<file path="config.mk">
export PLATFORM = sky130hd
export DESIGN_NAME = wdg_top
export DESIGN_NICKNAME = d
export VERILOG_FILES = /design/src/hdl/wdg_pkg.sv /design/src/hdl/wdg_top.sv /design/src/hdl/wdg_level_sync.sv /design/src/hdl/wdg_timeout_counter.sv
export SDC_FILE = /design/constraint.sdc
export NUM_CORES = 1
export LEC_CHECK = 0
export ABC_CLOCK_PERIOD_IN_PS = 3500
export CORE_UTILIZATION = 44
export CTS_CLUSTER_SIZE = 24
export DETAILED_ROUTE_END_ITERATION = 7
export DONT_BUFFER_PORTS = 1
export PLACE_DENSITY_LB_ADDON = 0.05
export SYNTH_ARGS = -nofsm -noshare
export SYNTH_HDL_FRONTEND = slang
export SYNTH_HIERARCHICAL = 1
export SYNTH_SLANG_ARGS = --single-unit
</file>
<file path="constraint.sdc">
create_clock -name clk -period 3.5 [get_ports clk]
set_input_delay 0.525 -clock clk [delete_from_list [all_inputs] [get_ports clk]]
set_output_delay 0.525 -clock clk [all_outputs]
set_load 0.03 [all_outputs]
</file>
<file path="src/hdl/wdg_pkg.sv">
// wdg_pkg: register map, field positions and timing counts of the watchdog supervisor.
// assumes: a 32-bit APB with 12-bit byte addresses; registers are 8 bits wide in the low lane.
package wdg_pkg;

  // ****************************************
  // register map
  // ****************************************
  localparam logic [7:0] IDX_CTRL = 8'h21;
  localparam logic [7:0] IDX_CAUSE = 8'h22;
  localparam logic [11:0] ADDR_CTRL = {2'b00, IDX_CTRL, 2'b00};
  localparam logic [11:0] ADDR_CAUSE = {2'b00, IDX_CAUSE, 2'b00};

  // ****************************************
  // watchdog_control_status fields
  // ****************************************
  localparam int CTRL_IRQ_FLAG = 7;
  localparam int CTRL_IRQ_EN = 6;
  localparam int CTRL_PS3 = 5;
  localparam int CTRL_UNLOCK = 4;
  localparam int CTRL_EN = 3;
  localparam int CTRL_PS_HI = 2;

  // ****************************************
  // reset_cause_status fields
  // ****************************************
  localparam int CAUSE_TIMEOUT = 3;
  localparam int CAUSE_BROWNOUT = 2;
  localparam int CAUSE_PIN = 1;
  localparam int CAUSE_POWERUP = 0;
  localparam logic [3:0] CAUSE_POR_VALUE = 4'h1;

  // ****************************************
  // timing
  // ****************************************
  localparam int OSC_FREQ_KHZ = 128;
  localparam logic [2:0] UNLOCK_CYCLES = 3'h4;
  localparam logic [3:0] PERIOD_MAX = 4'h9;
  localparam int BASE_LOG2 = 11;
  localparam int COUNT_W = 20;

endpackage : wdg_pkg

</file>
<file path="src/hdl/wdg_top.sv">
// wdg_top: watchdog timer with timed unlock, safety levels and reset-cause flags, APB slave.
// assumes: the 128 kHz oscillator and the safety fuse arrive as asynchronous levels; restart,
// chip-reset events, global interrupt enable and vector-taken come from logic on clk.
`timescale 1ns/1ps
`default_nettype none

module wdg_top
  import wdg_pkg::*;
#(
  parameter int CNT_W = COUNT_W
) (
  input wire logic clk,
  input wire logic arst_n,
  // apb slave
  input wire logic psel,
  input wire logic penable,
  input wire logic pwrite,
  input wire logic [11:0] paddr,
  input wire logic [31:0] pwdata,
  output logic [31:0] prdata,
  output logic pready,
  output logic pslverr,
  // asynchronous sources
  input wire logic oscClk,
  input wire logic safetyLevelOption,
  // core side
  input wire logic restartPulse,
  input wire logic globalIrqEnable,
  input wire logic irqTaken,
  input wire logic powerupResetEvent,
  input wire logic brownoutResetEvent,
  input wire logic pinResetEvent,
  output logic timeoutIrq,
  output logic watchdogResetPulse,
  output logic safetyLevel2
);

  // ****************************************
  // state
  // ****************************************
  typedef struct packed {
    logic pready;
    logic pslverr;
    logic [31:0] prdata;
    logic irqFlag;
    logic irqEnable;
    logic unlock;
    logic [2:0] unlockCnt;
    logic timerEnable;
    logic [3:0] period;
    logic [3:0] cause;
    logic level2;
    logic [1:0] fuseWait;
    logic oscPrev;
    logic resetPulse;
    logic timeoutIrq;
  } wdg_top_s;

  wdg_top_s s;
  wdg_top_s next_s;

  logic oscSync;
  logic fuseSync;
  logic oscTick;
  logic expire;
  logic effEnable;
  logic running;
  logic chipReset;
  logic counterClear;
  logic xferDone;
  logic wrCtrl;
  logic wrCause;
  logic [7:0] wbyte;
  logic [7:0] ctrlView;
  logic [7:0] causeView;
  logic accessPhase;
  logic hitCtrl;
  logic hitCause;
  logic [1:0] actionMode;

  if (CNT_W < BASE_LOG2 + int'(PERIOD_MAX)) begin : g_bad_width
    $error("wdg_top: CNT_W too small for the longest period");
  end

  if (UNLOCK_CYCLES == 3'h0) begin : g_bad_unlock
    $error("wdg_top: unlock window must last at least one cycle");
  end

  // ****************************************
  // crossings
  // ****************************************
  wdg_level_sync #(
    .W(2)
  ) u_sync (
    .clk(clk),
    .arst_n(arst_n),
    .d({oscClk, safetyLevelOption}),
    .q({oscSync, fuseSync})
  );

  // one tick per oscillator rising edge, taken from the stable flop only
  // the oscillator is far slower than clk, so no edge is lost or seen twice
  assign oscTick = oscSync && !s.oscPrev;

  // ****************************************
  // period counter
  // ****************************************
  assign effEnable = s.timerEnable || s.level2;
  assign running = effEnable || s.irqEnable;
  assign chipReset = powerupResetEvent || brownoutResetEvent || pinResetEvent || s.resetPulse;
  assign counterClear = restartPulse || chipReset;

  wdg_timeout_counter #(
    .CNT_W(CNT_W)
  ) u_counter (
    .clk(clk),
    .arst_n(arst_n),
    .tick(oscTick),
    .clear(counterClear),
    .run(running),
    .sel(s.period),
    .expire(expire)
  );

  // ****************************************
  // bus decode
  // ****************************************
  // second access cycle answers; data and error are registered with pready
  assign accessPhase = psel && penable && !s.pready;
  assign xferDone = psel && penable && s.pready;
  assign hitCtrl = (paddr == ADDR_CTRL);
  assign hitCause = (paddr == ADDR_CAUSE);
  assign wrCtrl = xferDone && pwrite && hitCtrl;
  assign wrCause = xferDone && pwrite && hitCause;
  assign wbyte = pwdata[7:0];
  assign ctrlView = {s.irqFlag, s.irqEnable, s.period[3], s.unlock, effEnable, s.period[2:0]};
  // upper cause bits are not implemented and always read zero
  assign causeView = {4'h0, s.cause};
  // action on expiry is chosen by the pair {enable, irq enable}
  assign actionMode = {effEnable, s.irqEnable};

  // ****************************************
  // next state
  // ****************************************
  always_comb begin
    next_s = s;
    next_s.oscPrev = oscSync;
    next_s.resetPulse = 1'b0;

    // ****************************************
    // fuse strap
    // ****************************************
    // the synchroniser leaves reset at zero, so the level is followed for
    // three edges and then frozen
    if (s.fuseWait != 2'h3) begin
      next_s.level2 = fuseSync;
      next_s.fuseWait = s.fuseWait + 2'h1;
    end

    // ****************************************
    // bus answer
    // ****************************************
    // apb answer, data and error stand for the ready cycle only
    next_s.pready = accessPhase;
    next_s.pslverr = 1'b0;
    next_s.prdata = '0;
    if (accessPhase) begin
      next_s.pslverr = !(hitCtrl || hitCause);
      if (!pwrite && hitCtrl) begin
        next_s.prdata = {24'h000000, ctrlView};
      end else if (!pwrite && hitCause) begin
        next_s.prdata = {24'h000000, causeView};
      end
    end

    // ****************************************
    // unlock window
    // ****************************************
    // unlock window closes on its own
    // a window opened again while open restarts its count
    if (s.unlock) begin
      if (s.unlockCnt <= 3'h1) begin
        next_s.unlock = 1'b0;
        next_s.unlockCnt = 3'h0;
      end else begin
        next_s.unlockCnt = s.unlockCnt - 3'h1;
      end
    end

    // ****************************************
    // control writes
    // ****************************************
    // vector taken clears the flag before any new timeout sets it
    if (irqTaken) begin
      next_s.irqFlag = 1'b0;
    end

    if (wrCtrl) begin
      next_s.irqEnable = wbyte[CTRL_IRQ_EN];
      if (wbyte[CTRL_IRQ_FLAG]) begin
        next_s.irqFlag = 1'b0;
      end
      if (wbyte[CTRL_UNLOCK] && wbyte[CTRL_EN]) begin
        next_s.unlock = 1'b1;
        next_s.unlockCnt = UNLOCK_CYCLES;
      end else if (!wbyte[CTRL_UNLOCK]) begin
        next_s.unlock = 1'b0;
        next_s.unlockCnt = 3'h0;
        if (s.unlock) begin
          // reserved codes fall back to the longest legal period
          if ({wbyte[CTRL_PS3], wbyte[CTRL_PS_HI:0]} > PERIOD_MAX) begin
            next_s.period = PERIOD_MAX;
          end else begin
            next_s.period = {wbyte[CTRL_PS3], wbyte[CTRL_PS_HI:0]};
          end
        end
      end
      if (!s.level2) begin
        if (wbyte[CTRL_EN]) begin
          next_s.timerEnable = 1'b1;
        end else if (s.unlock && !wbyte[CTRL_UNLOCK]) begin
          next_s.timerEnable = 1'b0;
        end
      end
      // in level 2 the written enable value does not change timerEnable; it only gates opening the unlock window
    end

    // ****************************************
    // reset causes
    // ****************************************
    if (wrCause) begin
      // only zeros written clear; ones leave a flag as it is
      next_s.cause = s.cause & wbyte[3:0];
    end

    // chip reset returns control to initial values, except the enable, which is set again while the timeout cause flag stands
    if (chipReset) begin
      next_s.irqFlag = 1'b0;
      next_s.irqEnable = 1'b0;
      next_s.unlock = 1'b0;
      next_s.unlockCnt = 3'h0;
      next_s.timerEnable = 1'b0;
      next_s.period = 4'h0;
    end

    // reset causes: sets win over software clears in the same cycle
    if (powerupResetEvent) begin
      next_s.cause = CAUSE_POR_VALUE;
    end
    if (brownoutResetEvent) begin
      next_s.cause[CAUSE_BROWNOUT] = 1'b1;
    end
    if (pinResetEvent) begin
      next_s.cause[CAUSE_PIN] = 1'b1;
    end

    // ****************************************
    // timeout action
    // ****************************************
    // a pending reset pulse shadows a late expiry
    if (expire && !chipReset) begin
      unique case (actionMode)
        2'b00: begin
          // stopped: the counter is held clear, nothing to do
        end
        2'b01: begin
          next_s.irqFlag = 1'b1;
        end
        2'b10: begin
          next_s.resetPulse = 1'b1;
          next_s.cause[CAUSE_TIMEOUT] = 1'b1;
        end
        2'b11: begin
          // interrupt first; the next expiry resets unless software re-arms
          next_s.irqFlag = 1'b1;
          next_s.irqEnable = 1'b0;
        end
      endcase
    end

    if (!s.level2 && next_s.cause[CAUSE_TIMEOUT]) begin
      next_s.timerEnable = 1'b1;
    end

    // ****************************************
    // interrupt request
    // ****************************************
    // in mode 11 hardware drops irq enable on the timeout, so the request still
    // stands while enable is set and the flag is pending
    next_s.timeoutIrq = next_s.irqFlag && globalIrqEnable &&
                        (next_s.irqEnable || next_s.timerEnable || next_s.level2);
  end

  // ****************************************
  // registers
  // ****************************************
  always_ff @(posedge clk or negedge arst_n) begin
    if (!arst_n) begin
      s <= '0;
      s.cause <= CAUSE_POR_VALUE;
    end else begin
      s <= next_s;
    end
  end

  // ****************************************
  // outputs
  // ****************************************
  assign prdata = s.prdata;
  assign pready = s.pready;
  assign pslverr = s.pslverr;
  assign timeoutIrq = s.timeoutIrq;
  assign watchdogResetPulse = s.resetPulse;
  assign safetyLevel2 = s.level2;

endmodule : wdg_top

`default_nettype wire

</file>
<file path="src/hdl/wdg_level_sync.sv">
// wdg_level_sync: two-flop synchroniser for levels arriving from outside the clk domain.
// assumes: inputs change slowly compared with clk; only the second flop is visible.
`timescale 1ns/1ps
`default_nettype none

module wdg_level_sync #(
  parameter int W = 1
) (
  input wire logic clk,
  input wire logic arst_n,
  input wire logic [W-1:0] d,
  output logic [W-1:0] q
);

  typedef struct packed {
    logic [W-1:0] meta;
    logic [W-1:0] stable;
  } wdg_sync_s;

  wdg_sync_s s;
  wdg_sync_s next_s;

  if (W < 1) begin : g_bad_width
    $error("wdg_level_sync: W must be at least 1");
  end

  always_comb begin
    next_s = s;
    next_s.meta = d;
    next_s.stable = s.meta;
  end

  always_ff @(posedge clk or negedge arst_n) begin
    if (!arst_n) begin
      s <= '0;
    end else begin
      s <= next_s;
    end
  end

  assign q = s.stable;

endmodule : wdg_level_sync

`default_nettype wire

</file>
<file path="src/hdl/wdg_timeout_counter.sv">
// wdg_timeout_counter: counts oscillator ticks and flags expiry of the selected period.
// assumes: tick is a one-cycle clk pulse per oscillator edge; sel is already a legal code.
`timescale 1ns/1ps
`default_nettype none

module wdg_timeout_counter
  import wdg_pkg::*;
#(
  parameter int CNT_W = COUNT_W
) (
  input wire logic clk,
  input wire logic arst_n,
  input wire logic tick,
  input wire logic clear,
  input wire logic run,
  input wire logic [3:0] sel,
  output logic expire
);

  typedef struct packed {
    logic [CNT_W-1:0] count;
    logic expire;
  } wdg_cnt_s;

  wdg_cnt_s s;
  wdg_cnt_s next_s;
  logic [CNT_W-1:0] limit;

  if (CNT_W < BASE_LOG2 + int'(PERIOD_MAX)) begin : g_bad_width
    $error("wdg_timeout_counter: CNT_W too small for the longest period");
  end

  always_comb begin
    // doubling periods from 2K ticks: limit is a mask of ones
    limit = ~({CNT_W{1'b1}} << (BASE_LOG2 + int'(sel)));
    next_s = s;
    next_s.expire = 1'b0;
    if (clear || !run) begin
      next_s.count = '0;
    end else if (tick) begin
      if (s.count == limit) begin
        next_s.count = '0;
        next_s.expire = 1'b1;
      end else begin
        next_s.count = s.count + 1'b1;
      end
    end
  end

  always_ff @(posedge clk or negedge arst_n) begin
    if (!arst_n) begin
      s <= '0;
    end else begin
      s <= next_s;
    end
  end

  assign expire = s.expire;

endmodule : wdg_timeout_counter

`default_nettype wire

</file>
==> run summary, run 1 <==
status: complete, no violations
final WL: 7770 µm
Post-synth EDFFs: 0
DP Wirelength: 5860 µm
Simple-Gate Fraction of Synth Area: 27.5%
Synth Area in Compound Gates: 13.9%
Pre-antenna DRT Iters: 4
Max Freq: 0.356 GHz
Post-Synth Adder-Cell Area: 2.37%
Routed Antenna Nets: 0
max_cap viols: 0
final hold vios: 0
global-route wire length before repair: 13100 µm
Pwr Total: 1.11 mW
crit end category: register
Final Setup Violations: 0
CTS sink cnt: 56
pin count of the biggest net entering global routing: 56
Global Route Usage Sum: 19.2%
number of top-level pins: 94
CTS Buf Count: 5
wire per inst: 15.5 µm
Yosys warnings: 6
area delta synth->final: 1.42%
Yosys top cell area share: 37.3%
largest family of logic cells by synthesized area: simple AND/OR/NAND/NOR gates
Mapped Avg Cell Area: 9.14 µm²
Worst R2R Setup Slack: 0.69 ns
DR iter-0 viols: 152
Critical Path Stages: 10
Clock Skews: 0.00889 ns
ys flop type: dfrtp_1
Max Slew Vio Count: 0
Ant. Diodes: 0
share of layout cells above drive strength 1: 11.6%
vias: 2691
pwr dens: 296 mW/mm²
CP max stage cell: or4b_4
Async SR Flop Fraction: 100%
Die Area: 0.00876 mm²
Net Switching: 295 µW
Lkg Pwr: 1.41 nW
Hold Crit Class: input port to async pin
TritonCTS clock tree: yes
crit-path cells: inv_1, ha_1, nor2b_1, o2111ai_1, a221oi_1, o211a_1, or4b_4, buf_4, o21ai_0, a311oi_1
synthesized area: 0.00369 mm²
clock slew at reported path FFs: 0.11 ns
core area: 0.00818 mm²
DR DRC count: 0
Period minus WS final: 2.81 ns
Worst EP required: 3.67 ns
Int Pwr: 815 µW
register area share after synthesis: 38.0%
slowest cell delay on critical path: 0.49 ns
nets@finish: 460
combinational power share: 7.0%
post-synth top area cell: dfrtp_1
Synth cell types: 70
RSZ-0062 raised after global routing: false
synth cell count leaders: dfrtp_1 (55), nor2_1 (46), buf_4 (34)
die height: 93.6 µm
CP delay by family, top: compound AO/OA/AOI/OAI gates
Worst R2R Path Depth: 10
final setup TNS: 0 ns
multiplexer share of the synthesized area: 1.76%
CTS root buf: clkbuf_8
vias in the first global route: 2612
via/cell ratio: 5.36
crit share post-route: 80.3%
reg2reg end: u_counter/s[3]
Setup crit start kind: register
Clock Power Share: 33.5%
global route total overflow: 0
reg2reg start: ctrlView[1]
Rel. slew slack: 56.7%
H-tree levels: 2
die width: 93.6 µm
Arrival @ worst endpoint: 2.98 ns
initial antenna violation count: 0
utilization after layout: 45.8%
ranking of synthesized cells by area: dfrtp_1 (37%), buf_4 (6.9%), nor2_1 (4.7%)
Std-Cell Rows: 33
kind of critical path: register to register
Worst IR Drop VDD: 0.000218 V
Initial Util: 45.2%
clock latency at the later pin of the worst-skew pair: 0.31 ns
Seq pwr share: 59.5%
global placer's final weighted congestion: 0.772
Worst Path Buf+Inv: 2
#FFs+latches synth: 56
switching portion of total power: 26.6%
most numerous cell in the Yosys netlist: dfrtp_1
crit-path max FO: 8
Post-Syn Instances: 404
Slew @ Worst Pin: 0.650 ns
Max clock buf depth: 2
Synth Area in XOR/XNOR: 5.22%
I/O Buffers: 0
layout by cell type, fill, tap and decap left out, types with 4 or more instances in the layout:
master,netlist,layout
ha_1,7,7
nand3b_1,4,4
or4_1,5,5
nor2_1,46,46
buf_4,34,9
nand3_1,7,7
a31oi_1,5,5
nor4_2,4,4
nor2b_1,8,8
or3_1,4,4
xor2_1,7,7
inv_1,15,15
xnor2_1,15,15
nor4_1,9,9
nor3_1,6,6
nand4_1,5,5
clkbuf_8,0,5
a22o_1,4,4
and2_1,5,5
conb_1,1,24
nand2_1,30,30
o22ai_1,4,4
a21oi_1,17,17
o21ai_0,17,17
dfrtp_1,55,55
nand2b_1,16,16
area by class of cell:
| type | count | area (µm²) |
|---|---|---|
| clock buffer | 5 | 68.8 |
| clock inverter | 3 | 26.3 |
| fill | 836 | 4430 |
| inverter | 15 | 56.3 |
| multi-input combinational | 308 | 1970 |
| sequential | 56 | 1400 |
| tap | 105 | 131 |
| timing repair buffer | 10 | 95.1 |
worst reg2reg max path: cells and delay by family, from the launching register on:
family | cells | cell delay, ns
AO/OA/AOI/OAI | 5 | 0.91
AND/OR/NAND/NOR | 2 | 0.78
flip-flops | 1 | 0.40
adder cells (fa/ha/maj) | 1 | 0.30
buffers and inverters | 2 | 0.29
timing repair:
item | in CTS | in global routing
setup endpoints to repair | 0 | 0
gates resized for setup | 0 | 0
setup buffers | 0 | 0
hold buffers | 1 | 0
hold endpoints to repair | 55 | 0
kinds of logic (layout without fill, tap and decap cells):
kind of cell | Yosys count | in the layout
DFF | 56 | 56
buffers and inverters | 63 | 33
adders and majority gates | 7 | 7
other | 1 | 24
xor gates and xnor gates | 22 | 22
and+or+nand+nor | 173 | 173
muxes | 6 | 6
AOI/OAI and AO/OA | 76 | 76
state kept, by name, indices dropped and copies added, names as in the netlist:
register	cells
safetyLevel2	1
watchdogResetPulse	1
actionMode	1
prdata	8
pslverr	1
ctrlView	6
causeView	4
u_counter/expire	1
u_sync/q	2
s	7
timeoutIrq	1
pready	1
u_sync/next_s	2
u_counter/s	20
stage by stage:
stage	setup slack (ns)	hold slack, ns	std cells	area [µm²]
floorplan	0.657	0.229	427	3780
global placement	0.719	0.231	493	3620
detailed placement	0.741	0.231	493	3620
CTS	0.697	0.0208	502	3750
global route	0.481	0.00733	502	3750
finish	0.689	0.0378	502	3750
power groups by stage:
stage | combinational (mW) | clock (mW) | sequential (mW)
floorplan | 0.0773 | 0 | 0.672
detailed placement | 0.0625 | 0 | 0.673
CTS | 0.0791 | 0.391 | 0.661
global placement | 0.0623 | 0 | 0.673
finish | 0.0777 | 0.371 | 0.660
global route | 0.0868 | 0.413 | 0.661
worst max path at each step:
| stage | from | end | slack, ns |
|---|---|---|---|
| 2_1_floorplan | ctrlView[0] | u_counter/s[10] | 0.66 |
| 3_3_place_gp | ctrlView[1] | u_counter/s[3] | 0.72 |
| 3_5_place_dp | ctrlView[0] | u_counter/s[3] | 0.74 |
| 4_1_cts | ctrlView[1] | u_counter/s[3] | 0.70 |
| 5_1_grt | ctrlView[1] | u_counter/s[6] | 0.48 |
| 6_report | ctrlView[1] | u_counter/s[3] | 0.69 |
layer usage:
layer  track usage [%]  vias up  routed length (µm)
li1                  -     1349                   -
met1              26.2     1286                3780
met2              31.3       50                3650
met3              3.33        6                 250
met4              5.38        0                  81
met5                 0        -                   0
No activity file was read; power rests on OpenSTA's default activity.
==> inputs of run 2 (changes only) <==
- ABC_CLOCK_PERIOD_IN_PS: 3500 -> 2300
- clock period: 3.5 -> 2.3 ns (I/O delays scaled with it)
==> run summary, run 2 (synthesized netlist as in run 1, its figures left out) <==
status: finished with violations (was complete, no violations)
failing checks: setup timing
Clock Skews: 0.0103 ns (was 0.00889 ns)
pin count of the biggest net entering global routing: 57 (was 56)
die width: 93.6 µm (unchanged)
CP max stage cell: or4b_4 (unchanged)
I/O Buffers: 0 (unchanged)
final setup TNS: -3.73 ns (was 0 ns)
Max Freq: 0.393 GHz (was 0.356 GHz)
global-route wire length before repair: 14100 µm (was 13100 µm)
Global Route Usage Sum: 20.7% (was 19.2%)
Clock Power Share: 32.2% (was 33.5%)
clock latency at the later pin of the worst-skew pair: 0.31 ns (about the same)
Std-Cell Rows: 33 (unchanged)
Setup crit start kind: register (unchanged)
Arrival @ worst endpoint: 2.75 ns (was 2.98 ns)
clock slew at reported path FFs: 0.10 ns (was 0.11 ns)
Initial Util: 45.2% (unchanged)
Net Switching: 435 µW (was 295 µW)
vias in the first global route: 2835 (was 2612)
reg2reg start: ctrlView[0] (was ctrlView[1])
Design Area, Final: 0.00425 mm² (was 0.00375 mm²)
RSZ-0062 raised after global routing: true (was false)
Lkg Pwr: 1.66 nW (was 1.41 nW)
max reg flops: 20 (unchanged)
Period minus WS final: 2.55 ns (was 2.81 ns)
share of layout cells above drive strength 1: 28.4% (was 11.6%)
Pwr Total: 1.67 mW (was 1.11 mW)
Setup crit end: u_counter/s[15] (was u_counter/s[3])
worst hold slack: 0.0596 ns (was 0.0378 ns)
most frequent cells in the layout: dfrtp_1 (55), buf_4 (42), nor2_1 (36) (was dfrtp_1 (55), nor2_1 (46), nand2_1 (30))
Worst EP required: 2.50 ns (was 3.67 ns)
Worst IR Drop VDD: 0.000233 V (was 0.000218 V)
global route total overflow: 0 (unchanged)
initial antenna violation count: 0 (unchanged)
max_cap viols: 0 (unchanged)
Post-Layout Cell Count: 542 (was 502)
Die Area: 0.00876 mm² (unchanged)
H-tree levels: 2 (unchanged)
Max Slew Vio Count: 0 (unchanged)
number of top-level pins: 94 (unchanged)
global placer's final weighted congestion: 0.814 (was 0.772)
slowest cell delay on critical path: 0.55 ns (was 0.49 ns)
TritonCTS clock tree: yes (unchanged)
final hold vios: 0 (unchanged)
core area: 0.00818 mm² (unchanged)
dpl ws: -0.259 ns (was 0.741 ns)
area delta synth->final: 15.0% (was 1.42%)
crit share post-route: 111% (was 80.3%)
utilization after layout: 51.9% (was 45.8%)
Worst R2R Setup Slack: -0.25 ns (was 0.69 ns)
Ant. Diodes: 0 (unchanged)
pwr dens: 393 mW/mm² (was 296 mW/mm²)
Worst R2R Path Depth: 10 (unchanged)
kind of critical path: register to register (unchanged)
final worst slack: -0.247 ns (was 0.689 ns)
Hold Crit Class: input port to register (was input port to async pin)
Max clock buf depth: 2 (unchanged)
Largest Register: u_counter/s (unchanged)
Critical path origin: ctrlView[0] (was ctrlView[1])
commonest non-fill, non-tap cell in the layout: dfrtp_1 (unchanged)
crit end category: register (unchanged)
reg2reg end: u_counter/s[15] (was u_counter/s[3])
Area after DPL: 0.00390 mm² (was 0.00362 mm²)
CTS Buf Count: 5 (unchanged)
DR DRC count: 0 (unchanged)
Routed Antenna Nets: 0 (unchanged)
Int Pwr: 1.23 mW (was 815 µW)
Placed Cells: 527 (was 493)
final WL: 8410 µm (was 7770 µm)
vias: 2885 (was 2691)
Final Setup Violations: 19 (was 0)
wire per inst: 15.5 µm (about the same)
crit-path cells: inv_4, ha_4, nand2b_4, o21ai_2, a21oi_2, o32a_1, or4b_4, o31ai_4, buf_6, nor2_2 (was inv_1, ha_1, nor2b_1, o2111ai_1, a221oi_1, o211a_1, or4b_4, buf_4, o21ai_0, a311oi_1)
Seq pwr share: 60.2% (was 59.5%)
via/cell ratio: 5.32 (was 5.36)
CTS sink cnt: 56 (unchanged)
combinational power share: 7.6% (was 7.0%)
DP Wirelength: 6300 µm (was 5860 µm)
switching portion of total power: 26.1% (was 26.6%)
DR iter-0 viols: 158 (was 152)
die height: 93.6 µm (unchanged)
Pre-antenna DRT Iters: 4 (unchanged)
nets@finish: 500 (was 460)
CTS root buf: clkbuf_8 (unchanged)
crit-path max FO: 6 (was 8)
==> run 2: cell count changes in the layout (fill, tap and decap cells not counted), sizes merged <==
cell         change
dlygate4sd3      +1
inv              -1
clkinv           +3
clkinvlp         -2
buf             +39
==> run 2: area by class of cell <==
class | instances | area [µm²]
inverters | 15 | 61.3
well taps | 105 | 131
fillers | 784 | 3930
flip-flops and latches | 56 | 1400
clock inverters | 3 | 18.8
multi-input cells | 308 | 2140
repair buffers | 50 | 420
clock buffers | 5 | 68.8
==> run 2: power groups by stage <==
| stage | clock network [mW] | logic, mW | registers (mW) |
|---|---|---|---|
| after floorplan | 0 | 0.118 | 1.02 |
| after global placement | 0 | 0.0980 | 1.02 |
| after detailed placement | 0 | 0.0985 | 1.02 |
| after CTS | 0.563 | 0.127 | 1.01 |
| after global routing | 0.600 | 0.140 | 1.01 |
| final | 0.538 | 0.127 | 1.00 |
==> run 2: how the worst min path moves through the flow <==
stage | start | to | depth (start not counted)
2_1_floorplan | arst_n | actionMode[0] | 0
3_5_place_dp | arst_n | u_counter/s[6] | 0
4_1_cts | oscClk | u_sync/next_s[1] | 0
5_1_grt | oscClk | u_sync/next_s[1] | 0
3_3_place_gp | arst_n | u_counter/s[6] | 0
6_report | safetyLevelOption | u_sync/next_s[0] | 0
==> run 2: layer usage <==
layer / part of all wire, % / routed length [µm] / up-vias / track usage [%]
li1: - / - / 1434 / -
met5: 0 / 0 / - / 0
met4: 0.98 / 82 / 0 / 5.00
met2: 47 / 3950 / 49 / 33.1
met1: 49 / 4130 / 1396 / 29.3
met3: 2.9 / 248 / 6 / 3.01
==> run 2: worst max-delay path, delay by kind of cell, from the launching register on <==
kind,cells,cell delay [ns]
AOI/OAI and AO/OA,4,0.80
and+or+nand+nor,3,0.73
DFF,1,0.44
buffers and inverters,2,0.26
adders and majority gates,1,0.21
==> run 2: repair_timing <==
action,in CTS,in global routing
pin swaps,3,5
endpoints found under the setup margin,19,19
gates resized for setup,20,27
hold buffers,2,0
endpoints found under the hold margin,56,0
setup buffers,4,1
==> inputs of run 3 (changes only) <==
- CELL_PAD_IN_SITES_DETAIL_PLACEMENT: unset -> 1
- CELL_PAD_IN_SITES_GLOBAL_PLACEMENT: unset -> 2
- CORE_UTILIZATION: 44 -> 34
==> run summary, run 3 (synthesized netlist as in run 1, its figures left out) <==
Worst IR Drop VDD: 0.000223 V (was 0.000233 V)
Arrival @ worst endpoint: 2.77 ns (was 2.75 ns)
CTS root buf: clkbuf_8 (unchanged)
final worst slack: -0.252 ns (was -0.247 ns)
wire per inst: 16.9 µm (was 15.5 µm)
crit share post-route: 111% (about the same)
DP Wirelength: 7680 µm (was 6300 µm)
Worst Path Buf+Inv: 2 (unchanged)
Clock Skews: 0.00520 ns (was 0.0103 ns)
CTS sink cnt: 56 (unchanged)
utilization after layout: 41.8% (was 51.9%)
clock slew at reported path FFs: 0.11 ns (was 0.10 ns)
clock latency at the later pin of the worst-skew pair: 0.32 ns (was 0.31 ns)
Routed Antenna Nets: 0 (unchanged)
via/cell ratio: 5.15 (was 5.32)
Max Slew Vio Count: 0 (unchanged)
global route total overflow: 0 (unchanged)
Initial Util: 35.5% (was 45.2%)
Clock Power Share: 37.1% (was 32.2%)
Pre-antenna DRT Iters: 4 (unchanged)
Setup crit start kind: register (unchanged)
Largest Register: u_counter/s (unchanged)
CP max stage cell: or4b_4 (unchanged)
Max clock buf depth: 2 (unchanged)
crit-path max FO: 9 (was 6)
die height: 106 µm (was 93.6 µm)
fill count: 1250 (was 784)
nets@finish: 508 (was 500)
combinational power share: 7.2% (was 7.6%)
Max Freq: 0.392 GHz (was 0.393 GHz)
Seq pwr share: 55.8% (was 60.2%)
TritonCTS clock tree: yes (unchanged)
final setup TNS: -3.85 ns (was -3.73 ns)
commonest non-fill, non-tap cell in the layout: dfrtp_1 (unchanged)
area delta synth->final: 17.9% (was 15.0%)
pwr dens: 414 mW/mm² (was 393 mW/mm²)
Std-Cell Rows: 37 (was 33)
most frequent cells in the layout: dfrtp_1 (54), buf_4 (51), nor2_1 (44) (was dfrtp_1 (55), buf_4 (42), nor2_1 (36))
RSZ-0062 raised after global routing: true (unchanged)
Die Area: 0.0113 mm² (was 0.00876 mm²)
DR iter-0 viols: 109 (was 158)
CP delay by family, top: compound AO/OA/AOI/OAI gates (unchanged)
failing checks: setup timing (unchanged)
core area: 0.0104 mm² (was 0.00818 mm²)
Final Setup Violations: 19 (unchanged)
slowest cell delay on critical path: 0.56 ns (was 0.55 ns)
Lkg Pwr: 1.72 nW (was 1.66 nW)
max_cap viols: 0 (unchanged)
crit-path cells: inv_4, ha_4, nand2b_4, o21ai_2, a21oi_1, o32a_1, or4b_4, o31ai_4, buf_12, nor2_1 (was inv_4, ha_4, nand2b_4, o21ai_2, a21oi_2, o32a_1, or4b_4, o31ai_4, buf_6, nor2_2)
Hold Crit Class: input port to register (unchanged)
Net Switching: 457 µW (was 435 µW)
global-route wire length before repair: 16600 µm (was 14100 µm)
vias: 2997 (was 2885)
switching portion of total power: 25.4% (was 26.1%)
final hold vios: 0 (unchanged)
status: finished with violations (unchanged)
CTS Buf Count: 5 (unchanged)
initial antenna violation count: 1 (was 0)
global placer's final weighted congestion: 0.753 (was 0.814)
Global Route Usage Sum: 18.9% (was 20.7%)
number of top-level pins: 94 (unchanged)
vias in the first global route: 3156 (was 2835)
H-tree levels: 2 (unchanged)
crit end category: register (unchanged)
share of layout cells above drive strength 1: 27.9% (was 28.4%)
die width: 106 µm (was 93.6 µm)
Worst EP required: 2.52 ns (was 2.50 ns)
I/O Buffers: 0 (unchanged)
kind of critical path: register to register (unchanged)
pin count of the biggest net entering global routing: 57 (unchanged)
final WL: 9830 µm (was 8410 µm)
Int Pwr: 1.34 mW (was 1.23 mW)
DR DRC count: 0 (unchanged)
max reg flops: 20 (unchanged)
Period minus WS final: 2.55 ns (about the same)
[run 3: cell count changes in the layout (fill, tap and decap cells not counted), moves of 3 or more]
cell / before / now
nor2_2: 11 / 3
buf_4: 42 / 51
nor2_1: 36 / 44
buf_6: 6 / 3
[run 3: power by group through the flow]
stage,combinational (mW),sequential [mW],clock (mW)
2_1_floorplan,0.118,1.02,0
3_3_place_gp,0.100,1.02,0
3_5_place_dp,0.101,1.03,0
4_1_cts,0.131,1.01,0.700
5_1_grt,0.142,1.01,0.728
6_report,0.129,1.01,0.668
[run 3: area by class of cell]
type                            count  area, µm²  area share (%)
Multi-Input combinational cell    308       2110            48.5
Inverter                           15       61.3            1.41
Tap cell                          136        170            3.91
Sequential cell                    56       1400            32.2
Antenna cell                        1       2.50          0.0575
Clock buffer                        5       68.8            1.58
Timing Repair Buffer               58        494            11.4
Clock inverter                      3       42.5           0.977
[run 3: layer usage]
layer / up-vias / track usage (%) / part of all wire, %
met5: - / 0 / 0
met4: 0 / 4.17 / 0.93
met3: 8 / 2.94 / 2.5
met2: 41 / 30.8 / 46
met1: 1497 / 26.2 / 50
li1: 1451 / - / -
[run 3: what timing repair did]
action | 4_1_cts | 5_1_grt
pin swaps | 9 | 6
setup buffers | 1 | 0
hold buffers | 2 | 0
gates resized for setup | 25 | 10
setup endpoints to repair | 19 | 19
hold endpoints to repair | 56 | 0
[run 3: worst paths after layout]
kind	from	cells past startpoint	slack, ns	to
max	ctrlView[0]	10	-0.25	u_counter/s[11]
min	safetyLevelOption	0	0.04	u_sync/next_s[0]
max reg2reg	ctrlView[0]	10	-0.25	u_counter/s[11]
min reg2reg	u_sync/next_s[0]	0	0.36	u_sync/q[0]
max in group asynchronous	arst_n	2	1.49	causeView[0]
min in group asynchronous	arst_n	2	0.54	prdata[3]
[run 3: metrics by stage]
step / hold WS, ns / total power [mW] / cell area (µm²) / instances / setup WS (ns)
after floorplan: 0.0494 / 1.14 / 3810 / 427 / -0.358
after detailed placement: 0.0506 / 1.13 / 4060 / 570 / -0.410
after CTS: 0.0262 / 1.84 / 4310 / 581 / -0.291
after global placement: 0.0508 / 1.12 / 4060 / 570 / -0.428
after global routing: 0.0215 / 1.88 / 4350 / 582 / -0.369
final: 0.0431 / 1.80 / 4350 / 582 / -0.252
